## config.mk

```make
export PLATFORM = sky130hd
export DESIGN_NAME = fwt_top
export DESIGN_NICKNAME = d
export VERILOG_FILES = /design/src/shared/fwt_pkg.sv /design/src/shared/fwt_mem_if.sv /design/src/logic/fwt_top.sv /design/src/logic/fwt_result_mem.sv
export VERILOG_INCLUDE_DIRS = /design/src /design/src/shared
export SDC_FILE = /design/constraint.sdc
export NUM_CORES = 2
export LEC_CHECK = 0
export BUFFER_PORTS_ARGS = -buffer_cell sky130_fd_sc_hd__buf_2
export CORE_MARGIN = 2
export CORE_UTILIZATION = 40
export CTS_BUF_LIST = sky130_fd_sc_hd__clkbuf_16
export CTS_CLUSTER_SIZE = 25
export DETAILED_ROUTE_END_ITERATION = 10
export GPL_TIMING_DRIVEN = 0
export SLEW_MARGIN = 10
export SYNTH_ARGS = -nofsm -noshare
export SYNTH_HDL_FRONTEND = slang
export SYNTH_SLANG_ARGS = --single-unit
```

## constraint.sdc

```tcl
create_clock -name clk -period 200 [get_ports clk]
set_clock_uncertainty 0.15 [all_clocks]
set_input_delay 20 -clock clk [delete_from_list [all_inputs] [get_ports clk]]
set_output_delay 20 -clock clk [all_outputs]
set_load 0.02 [all_outputs]
```

## src/shared/fwt_cfg.svh

```systemverilog
// register layout, opcodes and timing constants of the first-wave tof controller
`ifndef FWT_CFG_SVH
`define FWT_CFG_SVH

// clock rate and timing
`define FWT_CLK_MHZ        200
`define FWT_TIMO_BASE_US   64
`define FWT_TIMO_STEP_LOG2 2

// serial opcodes
`define FWT_OP_WRITE       5'h10
`define FWT_OP_READ        4'hb
`define FWT_OP_INIT        8'h70
`define FWT_OPCODE_BITS    6'h07
`define FWT_FRAME_BITS     6'h27

// configuration register addresses
`define FWT_CFG0_ADDR      3'h0
`define FWT_CFG2_ADDR      3'h2
`define FWT_CFG3_ADDR      3'h3
`define FWT_CFG4_ADDR      3'h4
`define FWT_CFG_RST        32'h0000_0000

// result addresses
`define FWT_RES_AVG_ADDR   4'h4
`define FWT_RES_RATIO_ADDR 4'h8
`define FWT_STATUS_ADDR    4'hc

// config 0: measurement setup
`define FWT_RANGE2_BIT     11
`define FWT_ANALOG_BIT     12
// config 2: interrupt enables and stop blocking delay
`define FWT_INT_ALU_BIT    29
`define FWT_INT_CNT_BIT    30
`define FWT_INT_OVF_BIT    31
`define FWT_DELAY_INT_LSB  13
`define FWT_DELAY_INT_W    14
// config 3: first-wave fields
`define FWT_WSEL_A_LSB     8
`define FWT_WSEL_B_LSB     14
`define FWT_WSEL_C_LSB     20
`define FWT_WSEL_W         6
`define FWT_TIMO_LSB       27
`define FWT_FW_EN_BIT      30
`define FWT_AUTO_SUM_BIT   31
// config 4: first-wave fields
`define FWT_BIAS_LSB       8
`define FWT_BIAS_W         5
`define FWT_PLUS20_BIT     13
`define FWT_MINUS20_BIT    14
`define FWT_EDGE_BIT       15
`define FWT_PW_DIS_BIT     16
`define FWT_RANGE_MV       8'sh14
`define FWT_POS_MAX_MV     8'sh0f
`define FWT_RATIO_FRAC     7

`endif

```

## src/shared/fwt_pkg.sv

```systemverilog
// types of the first-wave tof controller
package fwt_pkg;
    typedef enum logic [2:0] {
        FWT_IDLE, FWT_ARMED, FWT_BLOCK, FWT_SEEK, FWT_WIDTH, FWT_WAVES, FWT_CALC, FWT_DONE
    } fwt_state_t;
    typedef logic [23:0] fwt_time_t;
endpackage

```

## src/shared/fwt_mem_if.sv

```systemverilog
// carrier between the controller and its result memory
`timescale 1ns/100ps
`default_nettype none
interface fwt_mem_if #(parameter int DW = 32, parameter int AW = 4);
    logic          wr_en;
    logic [AW-1:0] wr_addr;
    logic [DW-1:0] wr_data;
    logic [AW-1:0] rd_addr;
    logic [DW-1:0] rd_data;
    modport ctrl (output wr_en, wr_addr, wr_data, rd_addr, input rd_data);
    modport mem  (input wr_en, wr_addr, wr_data, rd_addr, output rd_data);
endinterface
`default_nettype wire

```

## src/logic/fwt_top.sv

```systemverilog
// first-wave time-of-flight measurement controller with serial register port
`timescale 1ns/100ps
`default_nettype none
`include "fwt_cfg.svh"

// Function
// - first-wave mode only in long-range setup with the analogue receive path.
// - config 3 bit 30 enters first-wave mode and reinterprets config 3 and 4.
// - bias code in 1 mV steps; 0..15 positive, 16..31 give -1..-16 mV.
// - config 4 bit 13 adds a further +20 mV to the first-wave bias.
// - config 4 bit 14 adds a further -20 mV to the first-wave bias.
// - stops ignored until blocking delay; then only above-bias signal is first wave.
// - after the first-wave width, or at the first-wave edge when width measurement is disabled, the bias returns to 0 mV.
// - three relative wave counts in config 3 pick the captured waves.
// - half-wave period of the first selected wave is measured as reference.
// - width ratio stored as unsigned Q1.7 at result address 8.
// - config 4 bit 16 low enables width measurement, high disables it.
// - config 4 bit 15 picks rising (0) or falling (1) first-wave edge.
// - three results and their average are stored before the interrupt.
// - config 3 bit 31 stores the sum of all results in result 4.
// - with no stop the bias stays at first-wave level, also after overflow ends the measurement.
// - interrupt on enabled alu, count or overflow; first sck rise with ssn_n low clears it.
// - config 3 bits 27-28 select overflow timeout 64..4096 us.
module fwt_top
    import fwt_pkg::*;
#(
    parameter int TIMO_BASE_CYC = `FWT_TIMO_BASE_US * `FWT_CLK_MHZ
) (
    input  wire logic       clk,      // 200 MHz system clock
    input  wire logic       rst_n,    // async reset, active low
    input  wire logic       sck,      // serial clock
    input  wire logic       ssn_n,    // serial select, active low
    input  wire logic       mosi,     // serial data in
    output logic            miso,     // serial data out
    output logic            irq_n,    // interrupt, active low
    input  wire logic       start_in, // start pulse from fire logic
    input  wire logic       stop_in,  // comparator output
    output logic signed [7:0] bias_mv // comparator offset in mV
);
    fwt_state_t       state_ff, nxt_state;
    logic [31:0]      cfg0_ff, cfg2_ff, cfg3_ff, cfg4_ff;
    logic             sck_prev_ff, stop_prev_ff, start_prev_ff;
    logic [5:0]       bit_cnt_ff;
    logic [7:0]       op_ff;
    logic [31:0]      sh_ff;
    logic [1:0]       load_pend_ff;
    logic             miso_ff, irq_n_ff, done_evt_ff, ovf_ff, bias_active_ff;
    logic signed [7:0] bias_mv_ff;
    fwt_time_t        tof_ff, fw_width_ff, ref_width_ff;
    fwt_time_t        res_ff [3];
    logic [25:0]      sum_ff;
    logic [5:0]       wave_cnt_ff;
    logic [1:0]       hit_ff;
    logic             ref_run_ff;
    logic [2:0]       calc_idx_ff;
    logic             wr_en_ff;
    logic [3:0]       wr_addr_ff;
    logic [31:0]      wr_data_ff;

    fwt_mem_if #(.DW(32), .AW(4)) mif ();

    fwt_result_mem #(.DW(32), .AW(4)) u_mem (
        .clk (clk),
        .mif (mif)
    );

    // relative wave count for the given hit index
    function automatic logic [5:0] wave_sel(input logic [31:0] c3, input logic [1:0] idx);
        logic [5:0] s;
        s = c3[`FWT_WSEL_A_LSB +: `FWT_WSEL_W];
        if (idx == 2'h1) s = c3[`FWT_WSEL_B_LSB +: `FWT_WSEL_W];
        if (idx == 2'h2) s = c3[`FWT_WSEL_C_LSB +: `FWT_WSEL_W];
        return s;
    endfunction

    // first-wave bias: upper codes follow the printed table, not pure two's complement
    function automatic logic signed [7:0] bias_of(input logic [31:0] c4);
        logic [4:0]        code;
        logic signed [7:0] v;
        code = c4[`FWT_BIAS_LSB +: `FWT_BIAS_W];
        v = code[4] ? `FWT_POS_MAX_MV - $signed({3'h0, code})
                    : $signed({3'h0, code});
        if (c4[`FWT_PLUS20_BIT]) v = v + `FWT_RANGE_MV;
        if (c4[`FWT_MINUS20_BIT]) v = v - `FWT_RANGE_MV;
        return v;
    endfunction

    // width ratio in Q1.7, saturated at 1.99
    function automatic logic [7:0] ratio_q17(input fwt_time_t num, input fwt_time_t den);
        logic [31:0] q;
        q = 32'h0;
        if (den != 24'h0) q = {1'b0, num, 7'h00} / {8'h00, den};
        return (q > 32'h0000_00ff) ? 8'hff : q[7:0];
    endfunction

    // decoded controls
    logic       fw_mode, pw_on, edge_fall, sck_rise, sck_fall;
    logic       stop_edge, stop_back, start_rise, measuring, timed_out;
    logic       past_block, capture, op_done, read_cmd, init_cmd, write_done, irq_set;
    logic [7:0] nxt_op;
    logic [5:0] nxt_wave;
    fwt_time_t  delay_cyc, timo_cyc;
    logic [31:0] status_word, rd_word;

    assign fw_mode   = cfg3_ff[`FWT_FW_EN_BIT] & cfg0_ff[`FWT_RANGE2_BIT]
                     & cfg0_ff[`FWT_ANALOG_BIT];
    assign pw_on     = ~cfg4_ff[`FWT_PW_DIS_BIT];
    assign edge_fall = cfg4_ff[`FWT_EDGE_BIT];
    assign sck_rise  = sck & ~sck_prev_ff;
    assign sck_fall  = ~sck & sck_prev_ff;
    // active edge for the wave, opposite edge closes a half period
    assign stop_edge = edge_fall ? (stop_prev_ff & ~stop_in)
                                 : (~stop_prev_ff & stop_in);
    assign stop_back = edge_fall ? (~stop_prev_ff & stop_in)
                                 : (stop_prev_ff & ~stop_in);
    assign start_rise = start_in & ~start_prev_ff;
    assign measuring  = state_ff inside {FWT_BLOCK, FWT_SEEK, FWT_WIDTH, FWT_WAVES};
    assign delay_cyc  = {10'h000, cfg2_ff[`FWT_DELAY_INT_LSB +: `FWT_DELAY_INT_W]};
    assign timo_cyc   = 24'(TIMO_BASE_CYC << (`FWT_TIMO_STEP_LOG2
                      * cfg3_ff[`FWT_TIMO_LSB +: 2]));
    assign timed_out  = (tof_ff >= timo_cyc);
    assign past_block = (tof_ff >= delay_cyc);
    assign nxt_wave   = wave_cnt_ff + 6'h01;
    // counts are taken as increasing, so one compare per hit suffices
    assign capture    = fw_mode ? (nxt_wave == wave_sel(cfg3_ff, hit_ff)) : 1'b1;

    // serial decode
    assign nxt_op     = {op_ff[6:0], mosi};
    assign op_done    = sck_rise & ~ssn_n & (bit_cnt_ff == `FWT_OPCODE_BITS);
    assign read_cmd   = op_done & (nxt_op[7:4] == `FWT_OP_READ);
    assign init_cmd   = op_done & (nxt_op == `FWT_OP_INIT);
    assign write_done = sck_rise & ~ssn_n & (bit_cnt_ff == `FWT_FRAME_BITS)
                      & (op_ff[7:3] == `FWT_OP_WRITE);
    assign status_word = {27'h0, state_ff == FWT_DONE, hit_ff, bias_active_ff, ovf_ff};
    assign rd_word    = (op_ff[3:0] == `FWT_STATUS_ADDR) ? status_word : mif.rd_data;

    // input edge history
    always_ff @(posedge clk or negedge rst_n) begin
        if (!rst_n) begin
            sck_prev_ff   <= 1'b0;
            stop_prev_ff  <= 1'b0;
            start_prev_ff <= 1'b0;
        end else begin
            sck_prev_ff   <= sck;
            stop_prev_ff  <= stop_in;
            start_prev_ff <= start_in;
        end
    end

    // serial shifter; sck is assumed far slower than clk so a load never meets an edge
    always_ff @(posedge clk or negedge rst_n) begin
        if (!rst_n) begin
            bit_cnt_ff   <= 6'h00;
            op_ff        <= 8'h00;
            sh_ff        <= 32'h0000_0000;
            load_pend_ff <= 2'h0;
        end else begin
            load_pend_ff <= {load_pend_ff[0], read_cmd};
            if (ssn_n) begin
                bit_cnt_ff <= 6'h00;
            end else if (sck_rise) begin
                if (bit_cnt_ff != 6'h3f) bit_cnt_ff <= bit_cnt_ff + 6'h01;
                if (bit_cnt_ff <= `FWT_OPCODE_BITS) op_ff <= nxt_op;
                else sh_ff <= {sh_ff[30:0], mosi};
            end else if (load_pend_ff[1]) begin
                sh_ff <= rd_word;
            end
        end
    end

    // data out changes on the falling sck edge
    always_ff @(posedge clk or negedge rst_n) begin
        if (!rst_n) begin
            miso_ff <= 1'b0;
        end else if (ssn_n) begin
            miso_ff <= 1'b0;
        end else if (sck_fall) begin
            miso_ff <= sh_ff[31];
        end
    end

    // configuration registers
    always_ff @(posedge clk or negedge rst_n) begin
        if (!rst_n) begin
            cfg0_ff <= `FWT_CFG_RST;
            cfg2_ff <= `FWT_CFG_RST;
            cfg3_ff <= `FWT_CFG_RST;
            cfg4_ff <= `FWT_CFG_RST;
        end else if (write_done) begin
            unique case (op_ff[2:0])
                `FWT_CFG0_ADDR: cfg0_ff <= {sh_ff[30:0], mosi};
                `FWT_CFG2_ADDR: cfg2_ff <= {sh_ff[30:0], mosi};
                `FWT_CFG3_ADDR: cfg3_ff <= {sh_ff[30:0], mosi};
                `FWT_CFG4_ADDR: cfg4_ff <= {sh_ff[30:0], mosi};
                default: ;
            endcase
        end
    end

    // measurement sequence
    always_comb begin
        nxt_state = state_ff;
        unique case (state_ff)
            FWT_IDLE:  ;
            FWT_ARMED: if (start_rise) nxt_state = FWT_BLOCK;
            FWT_BLOCK: if (past_block) begin
                nxt_state = fw_mode ? FWT_SEEK : FWT_WAVES;
            end
            FWT_SEEK:  if (stop_edge) nxt_state = pw_on ? FWT_WIDTH : FWT_WAVES;
            FWT_WIDTH: if (stop_back) nxt_state = FWT_WAVES;
            FWT_WAVES: if (stop_edge && capture && hit_ff == 2'h2) nxt_state = FWT_CALC;
            FWT_CALC:  if (calc_idx_ff == 3'h4) nxt_state = FWT_DONE;
            FWT_DONE:  ;
        endcase
        if (measuring && timed_out) nxt_state = FWT_DONE;
        if (init_cmd) nxt_state = FWT_ARMED;
    end

    always_ff @(posedge clk or negedge rst_n) begin
        if (!rst_n) begin
            state_ff    <= FWT_IDLE;
            done_evt_ff <= 1'b0;
        end else begin
            state_ff    <= nxt_state;
            done_evt_ff <= (nxt_state == FWT_DONE) && (state_ff != FWT_DONE);
        end
    end

    // time base, wave counting and captures
    always_ff @(posedge clk or negedge rst_n) begin
        if (!rst_n) begin
            tof_ff         <= 24'h0;
            fw_width_ff    <= 24'h0;
            ref_width_ff   <= 24'h0;
            res_ff         <= '{default: 24'h0};
            sum_ff         <= 26'h0;
            wave_cnt_ff    <= 6'h00;
            hit_ff         <= 2'h0;
            ref_run_ff     <= 1'b0;
            ovf_ff         <= 1'b0;
            bias_active_ff <= 1'b0;
        end else if (init_cmd) begin
            tof_ff         <= 24'h0;
            fw_width_ff    <= 24'h0;
            ref_width_ff   <= 24'h0;
            sum_ff         <= 26'h0;
            wave_cnt_ff    <= 6'h00;
            hit_ff         <= 2'h0;
            ref_run_ff     <= 1'b0;
            ovf_ff         <= 1'b0;
            bias_active_ff <= 1'b1;
        end else begin
            if (measuring) tof_ff <= tof_ff + 24'h1;
            if (measuring && timed_out) ovf_ff <= 1'b1;
            // stops before the window end never reach this state
            if (state_ff == FWT_SEEK && stop_edge) begin
                wave_cnt_ff <= 6'h01;
                if (!pw_on) bias_active_ff <= 1'b0;
            end
            if (state_ff == FWT_WIDTH) begin
                fw_width_ff <= fw_width_ff + 24'h1;
                if (stop_back) bias_active_ff <= 1'b0;
            end
            if (state_ff == FWT_WAVES && stop_edge) begin
                wave_cnt_ff <= nxt_wave;
                if (capture) begin
                    res_ff[hit_ff] <= tof_ff;
                    sum_ff <= sum_ff + {2'h0, tof_ff};
                    hit_ff <= hit_ff + 2'h1;
                    if (hit_ff == 2'h0 && fw_mode && pw_on) ref_run_ff <= 1'b1;
                end
            end
            if (ref_run_ff) begin
                ref_width_ff <= ref_width_ff + 24'h1;
                if (stop_back) ref_run_ff <= 1'b0;
            end
        end
    end

    // result write-back, one word a cycle, all done before the interrupt
    always_ff @(posedge clk or negedge rst_n) begin
        if (!rst_n) begin
            calc_idx_ff <= 3'h0;
            wr_en_ff    <= 1'b0;
            wr_addr_ff  <= 4'h0;
            wr_data_ff  <= 32'h0;
        end else if (state_ff == FWT_CALC) begin
            calc_idx_ff <= calc_idx_ff + 3'h1;
            wr_en_ff    <= 1'b1;
            unique case (calc_idx_ff)
                3'h3: begin
                    wr_addr_ff <= `FWT_RES_AVG_ADDR;
                    wr_data_ff <= cfg3_ff[`FWT_AUTO_SUM_BIT] ? {6'h00, sum_ff}
                                : {6'h00, sum_ff / 26'h3};
                end
                3'h4: begin
                    wr_addr_ff <= `FWT_RES_RATIO_ADDR;
                    wr_data_ff <= pw_on ? {24'h0, ratio_q17(fw_width_ff, ref_width_ff)}
                                : 32'h0;
                end
                default: begin
                    wr_addr_ff <= {2'h0, calc_idx_ff[1:0]};
                    wr_data_ff <= {8'h00, res_ff[calc_idx_ff[1:0]]};
                end
            endcase
        end else begin
            calc_idx_ff <= 3'h0;
            wr_en_ff    <= 1'b0;
        end
    end

    assign mif.wr_en   = wr_en_ff;
    assign mif.wr_addr = wr_addr_ff;
    assign mif.wr_data = wr_data_ff;
    assign mif.rd_addr = op_ff[3:0];

    // interrupt: a set in the same cycle as an sck rise wins over the clear
    assign irq_set = done_evt_ff & ((ovf_ff & cfg2_ff[`FWT_INT_OVF_BIT])
                   | (~ovf_ff & (cfg2_ff[`FWT_INT_ALU_BIT] | cfg2_ff[`FWT_INT_CNT_BIT])));
    always_ff @(posedge clk or negedge rst_n) begin
        if (!rst_n) begin
            irq_n_ff <= 1'b1;
        end else if (irq_set) begin
            irq_n_ff <= 1'b0;
        end else if (sck_rise && !ssn_n) begin
            irq_n_ff <= 1'b1;
        end
    end

    // comparator bias, zero outside first-wave mode
    always_ff @(posedge clk or negedge rst_n) begin
        if (!rst_n) begin
            bias_mv_ff <= 8'sh00;
        end else begin
            bias_mv_ff <= (fw_mode && bias_active_ff) ? bias_of(cfg4_ff) : 8'sh00;
        end
    end

    assign miso    = miso_ff;
    assign irq_n   = irq_n_ff;
    assign bias_mv = bias_mv_ff;
endmodule
`default_nettype wire

```

## src/logic/fwt_result_mem.sv

```systemverilog
// result memory with registered read data
`timescale 1ns/100ps
`default_nettype none
module fwt_result_mem
    import fwt_pkg::*;
#(
    parameter int DW = 32,
    parameter int AW = 4
) (
    input  wire logic clk,    // system clock
    fwt_mem_if.mem    mif     // write and read port
);
    logic [DW-1:0] mem_ff [2**AW];

    // no reset on the array: results are undefined until the first measurement
    always_ff @(posedge clk) begin
        if (mif.wr_en) begin
            mem_ff[mif.wr_addr] <= mif.wr_data;
        end
    end

    // read data registered, one cycle after the address
    always_ff @(posedge clk) begin
        mif.rd_data <= mem_ff[mif.rd_addr];
    end
endmodule
`default_nettype wire

```

## After elaboration in Yosys (flattened, before gate mapping)

Memory sizes are Yosys's and may differ from the RTL's. A register that Yosys moved wholly into a read port is not among the register bits.
Cells that the tools add are included.

- Shift operators: 1
- Divide/modulo/power cells: 2
- Order comparisons: 7
- Bitwise operators: 29
- Add/sub/neg operators: 11
- Mux-type cells: 77
- Reduce and logical (&&, ||, !) cells: 37
- Equality and inequality tests: 25

Operators with widths:

| operator | number |
|---|---|
| $mux W32 | 7 |
| $mux W24 | 9 |
| $mux W26 | 4 |
| $add A24 B1 Y24 const B | 3 |
| $bwmux W72 | 1 |
| $pmux W26 S2 | 1 |
| $bmux W24 S2 | 1 |
| $demux W24 S2 | 1 |
| $mux W6 | 8 |
| $mux W8 | 6 |
| $div A31 B24 Y32 | 1 |
| $gt A32 B8 Y1 const B | 1 |
| $mux W3 | 10 |
| $add A26 B24 Y26 | 1 |
| $div A26 B2 Y26 const B | 1 |
| $ge A24 B14 Y1 | 1 |
| $ge A24 B24 Y1 | 1 |
| $mux W1 | 24 |
| $reduce_bool A24 Y1 | 1 |
| $shl A14 B3 Y24 const A | 1 |
| $reduce_bool A2 Y1 | 11 |
| $eq A3 B3 Y1 const B | 7 |
| $pmux W3 S6 | 1 |
| $and A1 B1 Y1 | 16 |
| 35 further kinds | 71 |

- Bits in registers: 380
- Memories: 1
- RAM bits: 512
- Word-level logic and storage cells: 222

Memories:

| name | depth | bits a word | rd ports | clocked after memory_dff | write ports | RTL line | text |
|---|---|---|---|---|---|---|---|
| u_mem.mem_ff | 16 | 32 | 1 | 1 | 1 | fwt_result_mem.sv:13 | `logic [DW-1:0] mem_ff [2**AW];` |

## Logic depth before layout (Yosys ltp)

- Depth in word-level cells: 13
- Gate-level depth with buffers: 689

## By module

From an unflattened synthesis, not the netlist that was laid out.

- Cell total of the unflattened synthesis: 7,598
- Area, all modules: 70,779.1 um2

By module, submodules not included:

| module | times used | area each (um2) | seq. area each (um2) | cells each |
|---|---|---|---|---|
| fwt_top | 1 | 50,925.1 | 8,234.1 | 6,760 |
| fwt_result_mem | 1 | 19,854.0 | 16,015.4 | 838 |

## Least setup slack after synthesis

No wires, ideal clock.

- Path type: flip-flop to flip-flop
- Start: register ref_width_ff[0]
- End: register wr_data_ff[0] (netlist: mif.wr_data[0])
- Arrival: 108.269 ns
- Slack: 91.439 ns
- Cell stages (with the launch flop): 669
- Required time: 199.708 ns
- Period minus slack after synthesis: 108.561 ns
- Library setup time: 0.142 ns
- Path buffers: 49
- Cell sequence: dfrtp_1 > inv_1 > clkbuf_1 > ha_1 > clkbuf_1 > o31ai_2 > and2_1 > nor3_1 > ha_1 > o21a_1 > nor2_1 > or3_1 > clkbuf_1 > or2_1 > nor3_1 > and2_1 > nand2_1 > nor3_1 > (+633 left out) > o21ai_0 > nand2b_1 > nand3b_1 > a2111oi_4 > nand2_2 > buf_6 > mux2_4 > ha_1 > a21o_1 > a21o_1 > a21oi_1 > nor2_1 > a211oi_1 > nor3_1 > nor4bb_1 > nand4_1 > o211ai_1 > o311ai_1

- Cells in the longest elaborated chain, start to end: 8
- Elaborated cells between the ends (all ways): 9
- Those cells by class: 1 x div; 1 x order compare; 6 x mux; 1 x reduce/logical

Ends and longest elaborated chain:

| item | RTL line | text |
|---|---|---|
| from (decl) | fwt_top.sv:49 | `fwt_time_t tof_ff, fw_width_ff, ref_width_ff;` |
| from (signal assigned) | fwt_top.sv:274 | `ref_width_ff <= ref_width_ff + 24'h1;` |
| $div A31 B24 Y32 / $reduce_bool A24 Y1 (equally long branches) | fwt_top.sv:92 | `if (den != 24'h0) q = {1'b0, num, 7'h00} / {8'h00, den};` |
| $mux W32 (*) | fwt_top.sv:92 |  |
| $mux W32 (*) | fwt_top.sv:290 | `unique case (calc_idx_ff)` |
| $mux W32 (*) | fwt_top.sv:287 | `end else if (state_ff == FWT_CALC) begin` |
| $gt A32 B8 Y1 | fwt_top.sv:93 | `return (q > 32'h0000_00ff) ? 8'hff : q[7:0];` |
| $mux W8 (*) | fwt_top.sv:93 |  |
| $mux W8 (*) | fwt_top.sv:298 | `wr_data_ff <= pw_on ? {24'h0, ratio_q17(fw_width_ff, ref_width_ff)}` |
| $pmux W26 S2 (*) | fwt_top.sv:290 |  |
| to (signal assigned) | fwt_top.sv:293 | `` wr_data_ff <= cfg3_ff[`FWT_AUTO_SUM_BIT] ? {6'h00, sum_ff} `` |
| to (signal assigned) | fwt_top.sv:298 |  |
| to (signal assigned) | fwt_top.sv:303 | `wr_data_ff <= {8'h00, res_ff[calc_idx_ff[1:0]]};` |
| to (decl) | fwt_top.sv:58 | `logic [31:0] wr_data_ff;` |

Every way passes the cells marked *; elsewhere a longest branch is shown, timed or not. The select of a mux whose other input is x is not followed.
A chain may end at the register's enable or synchronous reset.

## Final worst setup path

- Start: register fw_width_ff[3]
- End: register wr_data_ff[0] (netlist: mif.wr_data[0])

- Cells in the longest elaborated chain, start to end: 8

Ends and longest elaborated chain:

| item | RTL line | text |
|---|---|---|
| from (decl) | fwt_top.sv:49 |  |
| from (signal assigned) | fwt_top.sv:261 | `fw_width_ff <= fw_width_ff + 24'h1;` |
| $div A31 B24 Y32 (*) | fwt_top.sv:92 |  |
| $mux W32 (*) | fwt_top.sv:92 |  |
| $mux W32 (*) | fwt_top.sv:290 |  |
| $mux W32 (*) | fwt_top.sv:287 |  |
| $gt A32 B8 Y1 | fwt_top.sv:93 |  |
| $mux W8 (*) | fwt_top.sv:93 |  |
| $mux W8 (*) | fwt_top.sv:298 |  |
| $pmux W26 S2 (*) | fwt_top.sv:290 |  |

Marks and branches as above.

==> metrics.csv <==
metric;value;unit
power per standard cell area;4.83;nW/µm²
post-CTS setup-driven buffer insertion count;0;
placeable core area;167000;µm²
dpl hpwl;166000;µm
min-delay worst type;reg -> reg;
Final nets;8054;
yosys warns;0;
Flop pwr share;48.5;%
overall fraction of global-route tracks in use;24.3;%
top cells by area in the synthesized netlist;sky130_fd_sc_hd__edfxtp_1 (19%), sky130_fd_sc_hd__dfrtp_1 (12%), sky130_fd_sc_hd__ha_1 (10%);
kind of start point of the critical path;flop;
area fraction of the dominant cell type after synthesis;18.6;%
routed vias;58400;
first-pass GRT wire length;328000;µm
Peak VDD IR;0.00785;mV
endpoint of the lowest-slack register-to-register path;mif.wr_data[0];
layout overhead on the synthesized area;9.69;%
number of pins exceeding their max-slew limit in the final report;0;
internal power component;268;µW
Setup CP Type;reg -> reg;
Syn Nets;7909;
number of nets with antenna violations after detailed routing;0;
share of the yosys chip area belonging to registers;31.6;%
switching power share of the total;24.8;%
via count of the first global-routing pass;56100;
clk_lat worst skew;0.66;ns
routed length on met3;10700;µm
DIE WIDTH;414;µm
endpoints failing setup;0;
Crit path top cell by count;sky130_fd_sc_hd__o21ai_0;
pin count of the biggest net entering global routing;103;
run status;complete, no violations;
switching power total;88.3;µW
root buffer cell;sky130_fd_sc_hd__clkbuf_16;
TritonCTS clock tree;built;
uppermost routed layer;met4;
number of iterations in the first detailed-routing pass;6;
CTS H-tree depth;3;
# resized after CTS;0;
worst setup path end;mif.wr_data[0];
total negative slack for setup checks;0;ns
Die Area;171000;µm²
fillcell total;16100;
flip-flop and latch count after synthesis;771;
remaining global-route overflow;0;
unrepaired setup endpoints after global routing;false;
Least-Margin Pin Slew;1.29;ns
number of buffers on the longest clock path;3;
port buffer count;15;
R2R setup slack;61.45;ns
combinational fraction of design power;9.1;%
maximum net fanout on the critical path;10;
starting density of the core;40.2;%
M1 wire length;96900;µm
placer's final routability congestion estimate;0.934;
total length of routed wires;213000;µm
data arrival time of the worst path;138.92;ns
launch point of the worst path;fw_width_ff[3];
endpoint required time on the critical path;200.37;ns
overall die height;414;µm
worst flop-to-flop path startpoint;fw_width_ff[3];
total clock buffers created by CTS;84;
Fin. Hold Viols;0;
initial antenna violation count;7;
normalized max-slew margin;13.8;%
commonest cells after routing, fill and taps aside;sky130_fd_sc_hd__nor2_1 (635), sky130_fd_sc_hd__nand2_1 (609), sky130_fd_sc_hd__ha_1 (552);
number of clock sinks seen by CTS;771;
timing-limited maximum frequency;7.22;MHz
R2R depth;660;
main flop type after synthesis;sky130_fd_sc_hd__edfxtp_1;
share of flip-flops with an asynchronous set or reset;42.7;%
Layout Utilization;44.1;%
wire length on met2;101000;µm
Top Ports;17;
number of rows in the core area;150;
largest stage delay on the critical path;1.12;ns
final worst path period share;69.3;%
Period minus WS final;138.55;ns
count of flip-flops with a built-in enable after synthesis;416;
Lkg Pwr;0.0297;µW
CTS Hold Buffers Added;0;
proportion of layout cells with a drive suffix above 1;10.4;%
per-instance average area after synthesis;9.15;µm²
post-synthesis cell area;67200;µm²
via-per-instance ratio;5.98;
cell taking the most area after synthesis;sky130_fd_sc_hd__edfxtp_1;
1st-iter DRT viols;4941;
WL per Instance;21.8;µm
Max-Cap Viols;0;
clock-pin slew of the registers on the worst-case setup and hold paths;0.06;ns
post-route total power;356;µW
CP max-delay cell;sky130_fd_sc_hd__nor4_2;
number of instances in the synthesized netlist;7348;
Critical Path Sink Type;flop;
power share of the clock group;42.4;%
most common cell after layout, fill and taps aside;sky130_fd_sc_hd__nor2_1;
count of different cell masters after synthesis;137;
count of unresolved DRC violations after routing;0;
==> worst min path at each step <==
stage,from,to,slack (ns),cells past startpoint
2_1_floorplan,load_pend_ff[0],load_pend_ff[1],0.18,0
3_3_place_gp,load_pend_ff[0],load_pend_ff[1],0.19,0
3_5_place_dp,load_pend_ff[0],load_pend_ff[1],0.20,0
4_1_cts,load_pend_ff[0],load_pend_ff[1],0.18,0
5_1_grt,load_pend_ff[0],load_pend_ff[1],0.18,0
6_report,load_pend_ff[0],load_pend_ff[1],0.18,0
==> power groups by stage <==
stage / Sequential (µW) / Clock [µW] / Combinational [µW]
6_report: 173 / 151 / 32.4
5_1_grt: 173 / 159 / 34.9
4_1_cts: 173 / 153 / 33.0
3_5_place_dp: 176 / 0 / 33.0
3_3_place_gp: 176 / 0 / 32.1
2_1_floorplan: 174 / 0 / 22.2
==> per-stage QoR <==
stage                     std cells  hold WS [ns]  setup WS, ns  cell area (µm²)
after CTS                      9766         0.180         63.07            73700
final                          9769         0.177         61.45            73700
after global routing           9769         0.181         50.13            73700
after detailed placement       9611         0.204         63.70            71000
after global placement         9567         0.186         63.12            70100
after floorplan                7348         0.181         91.44            67200
==> area by class of cell <==
class / count / area (µm²) / area share (%)
diodes: 3 / 7.51 / 0.0102
plain buffers: 308 / 1240 / 1.68
clock buffers: 85 / 2130 / 2.88
clock inverters: 70 / 562 / 0.762
inverters: 256 / 961 / 1.30
multi-input cells: 6013 / 43900 / 59.5
flip-flops and latches: 771 / 21200 / 28.8
well taps: 2204 / 2760 / 3.74
repair buffers: 59 / 938 / 1.27
==> state kept, by name (all words and copies together) (netlist names), 22 cells and up <==
signal / flops
u_mem.mif.rd_data: 26
ref_width_ff: 24
mif.wr_data: 26
cfg3_ff: 22
fw_width_ff: 24
u_mem.mem_ff: 416
res_ff: 72
sum_ff: 26
sh_ff: 32
tof_ff: 24
==> layer usage <==
metal	track usage, %	vias up
li1	-	27700
met3	1.90	246
met4	5.52	0
met1	33.8	28800
met5	0	-
met2	41.2	1700
==> cells in the mapped netlist, drive strengths merged (88+ instances only) <==
| master | number |
|---|---|
| and2 | 100 |
| o21ai | 506 |
| mux4 | 130 |
| o21a | 134 |
| xor2 | 225 |
| ha | 552 |
| a21oi | 508 |
| nand3 | 185 |
| nor2b | 89 |
| inv | 253 |
| nand2 | 613 |
| dfrtp | 328 |
| nor2 | 649 |
| clkbuf | 246 |
| nand2b | 149 |
| mux2 | 299 |
| nand4 | 119 |
| edfxtp | 416 |
| mux2i | 88 |
| nor3 | 198 |
| xnor2 | 283 |
| o31ai | 111 |
| a21o | 271 |
==> logic make-up (layout without fill, tap and decap cells) <==
kind of cell	count (synthesis)	in the layout	share of synthesized area [%]
and+or+nand+nor	2419	2419	17.7
AOI/OAI and AO/OA	2013	2013	19.6
DFF	771	771	31.6
buffers and inverters	564	778	3.27
adders and majority gates	555	555	10.3
muxes	517	517	10.8
xor gates and xnor gates	509	509	6.69
other	0	3	0
==> critical path, delay by kind of cell (launching register included) <==
family,cells,cell delay (ns)
compound gates,350,66.04
simple gates,201,34.03
buf+inv,63,22.22
fa+ha+maj,31,10.74
mux,10,3.48
xor+xnor,5,1.09
flops,1,0.36
No activity file was read; power rests on OpenSTA's default activity.
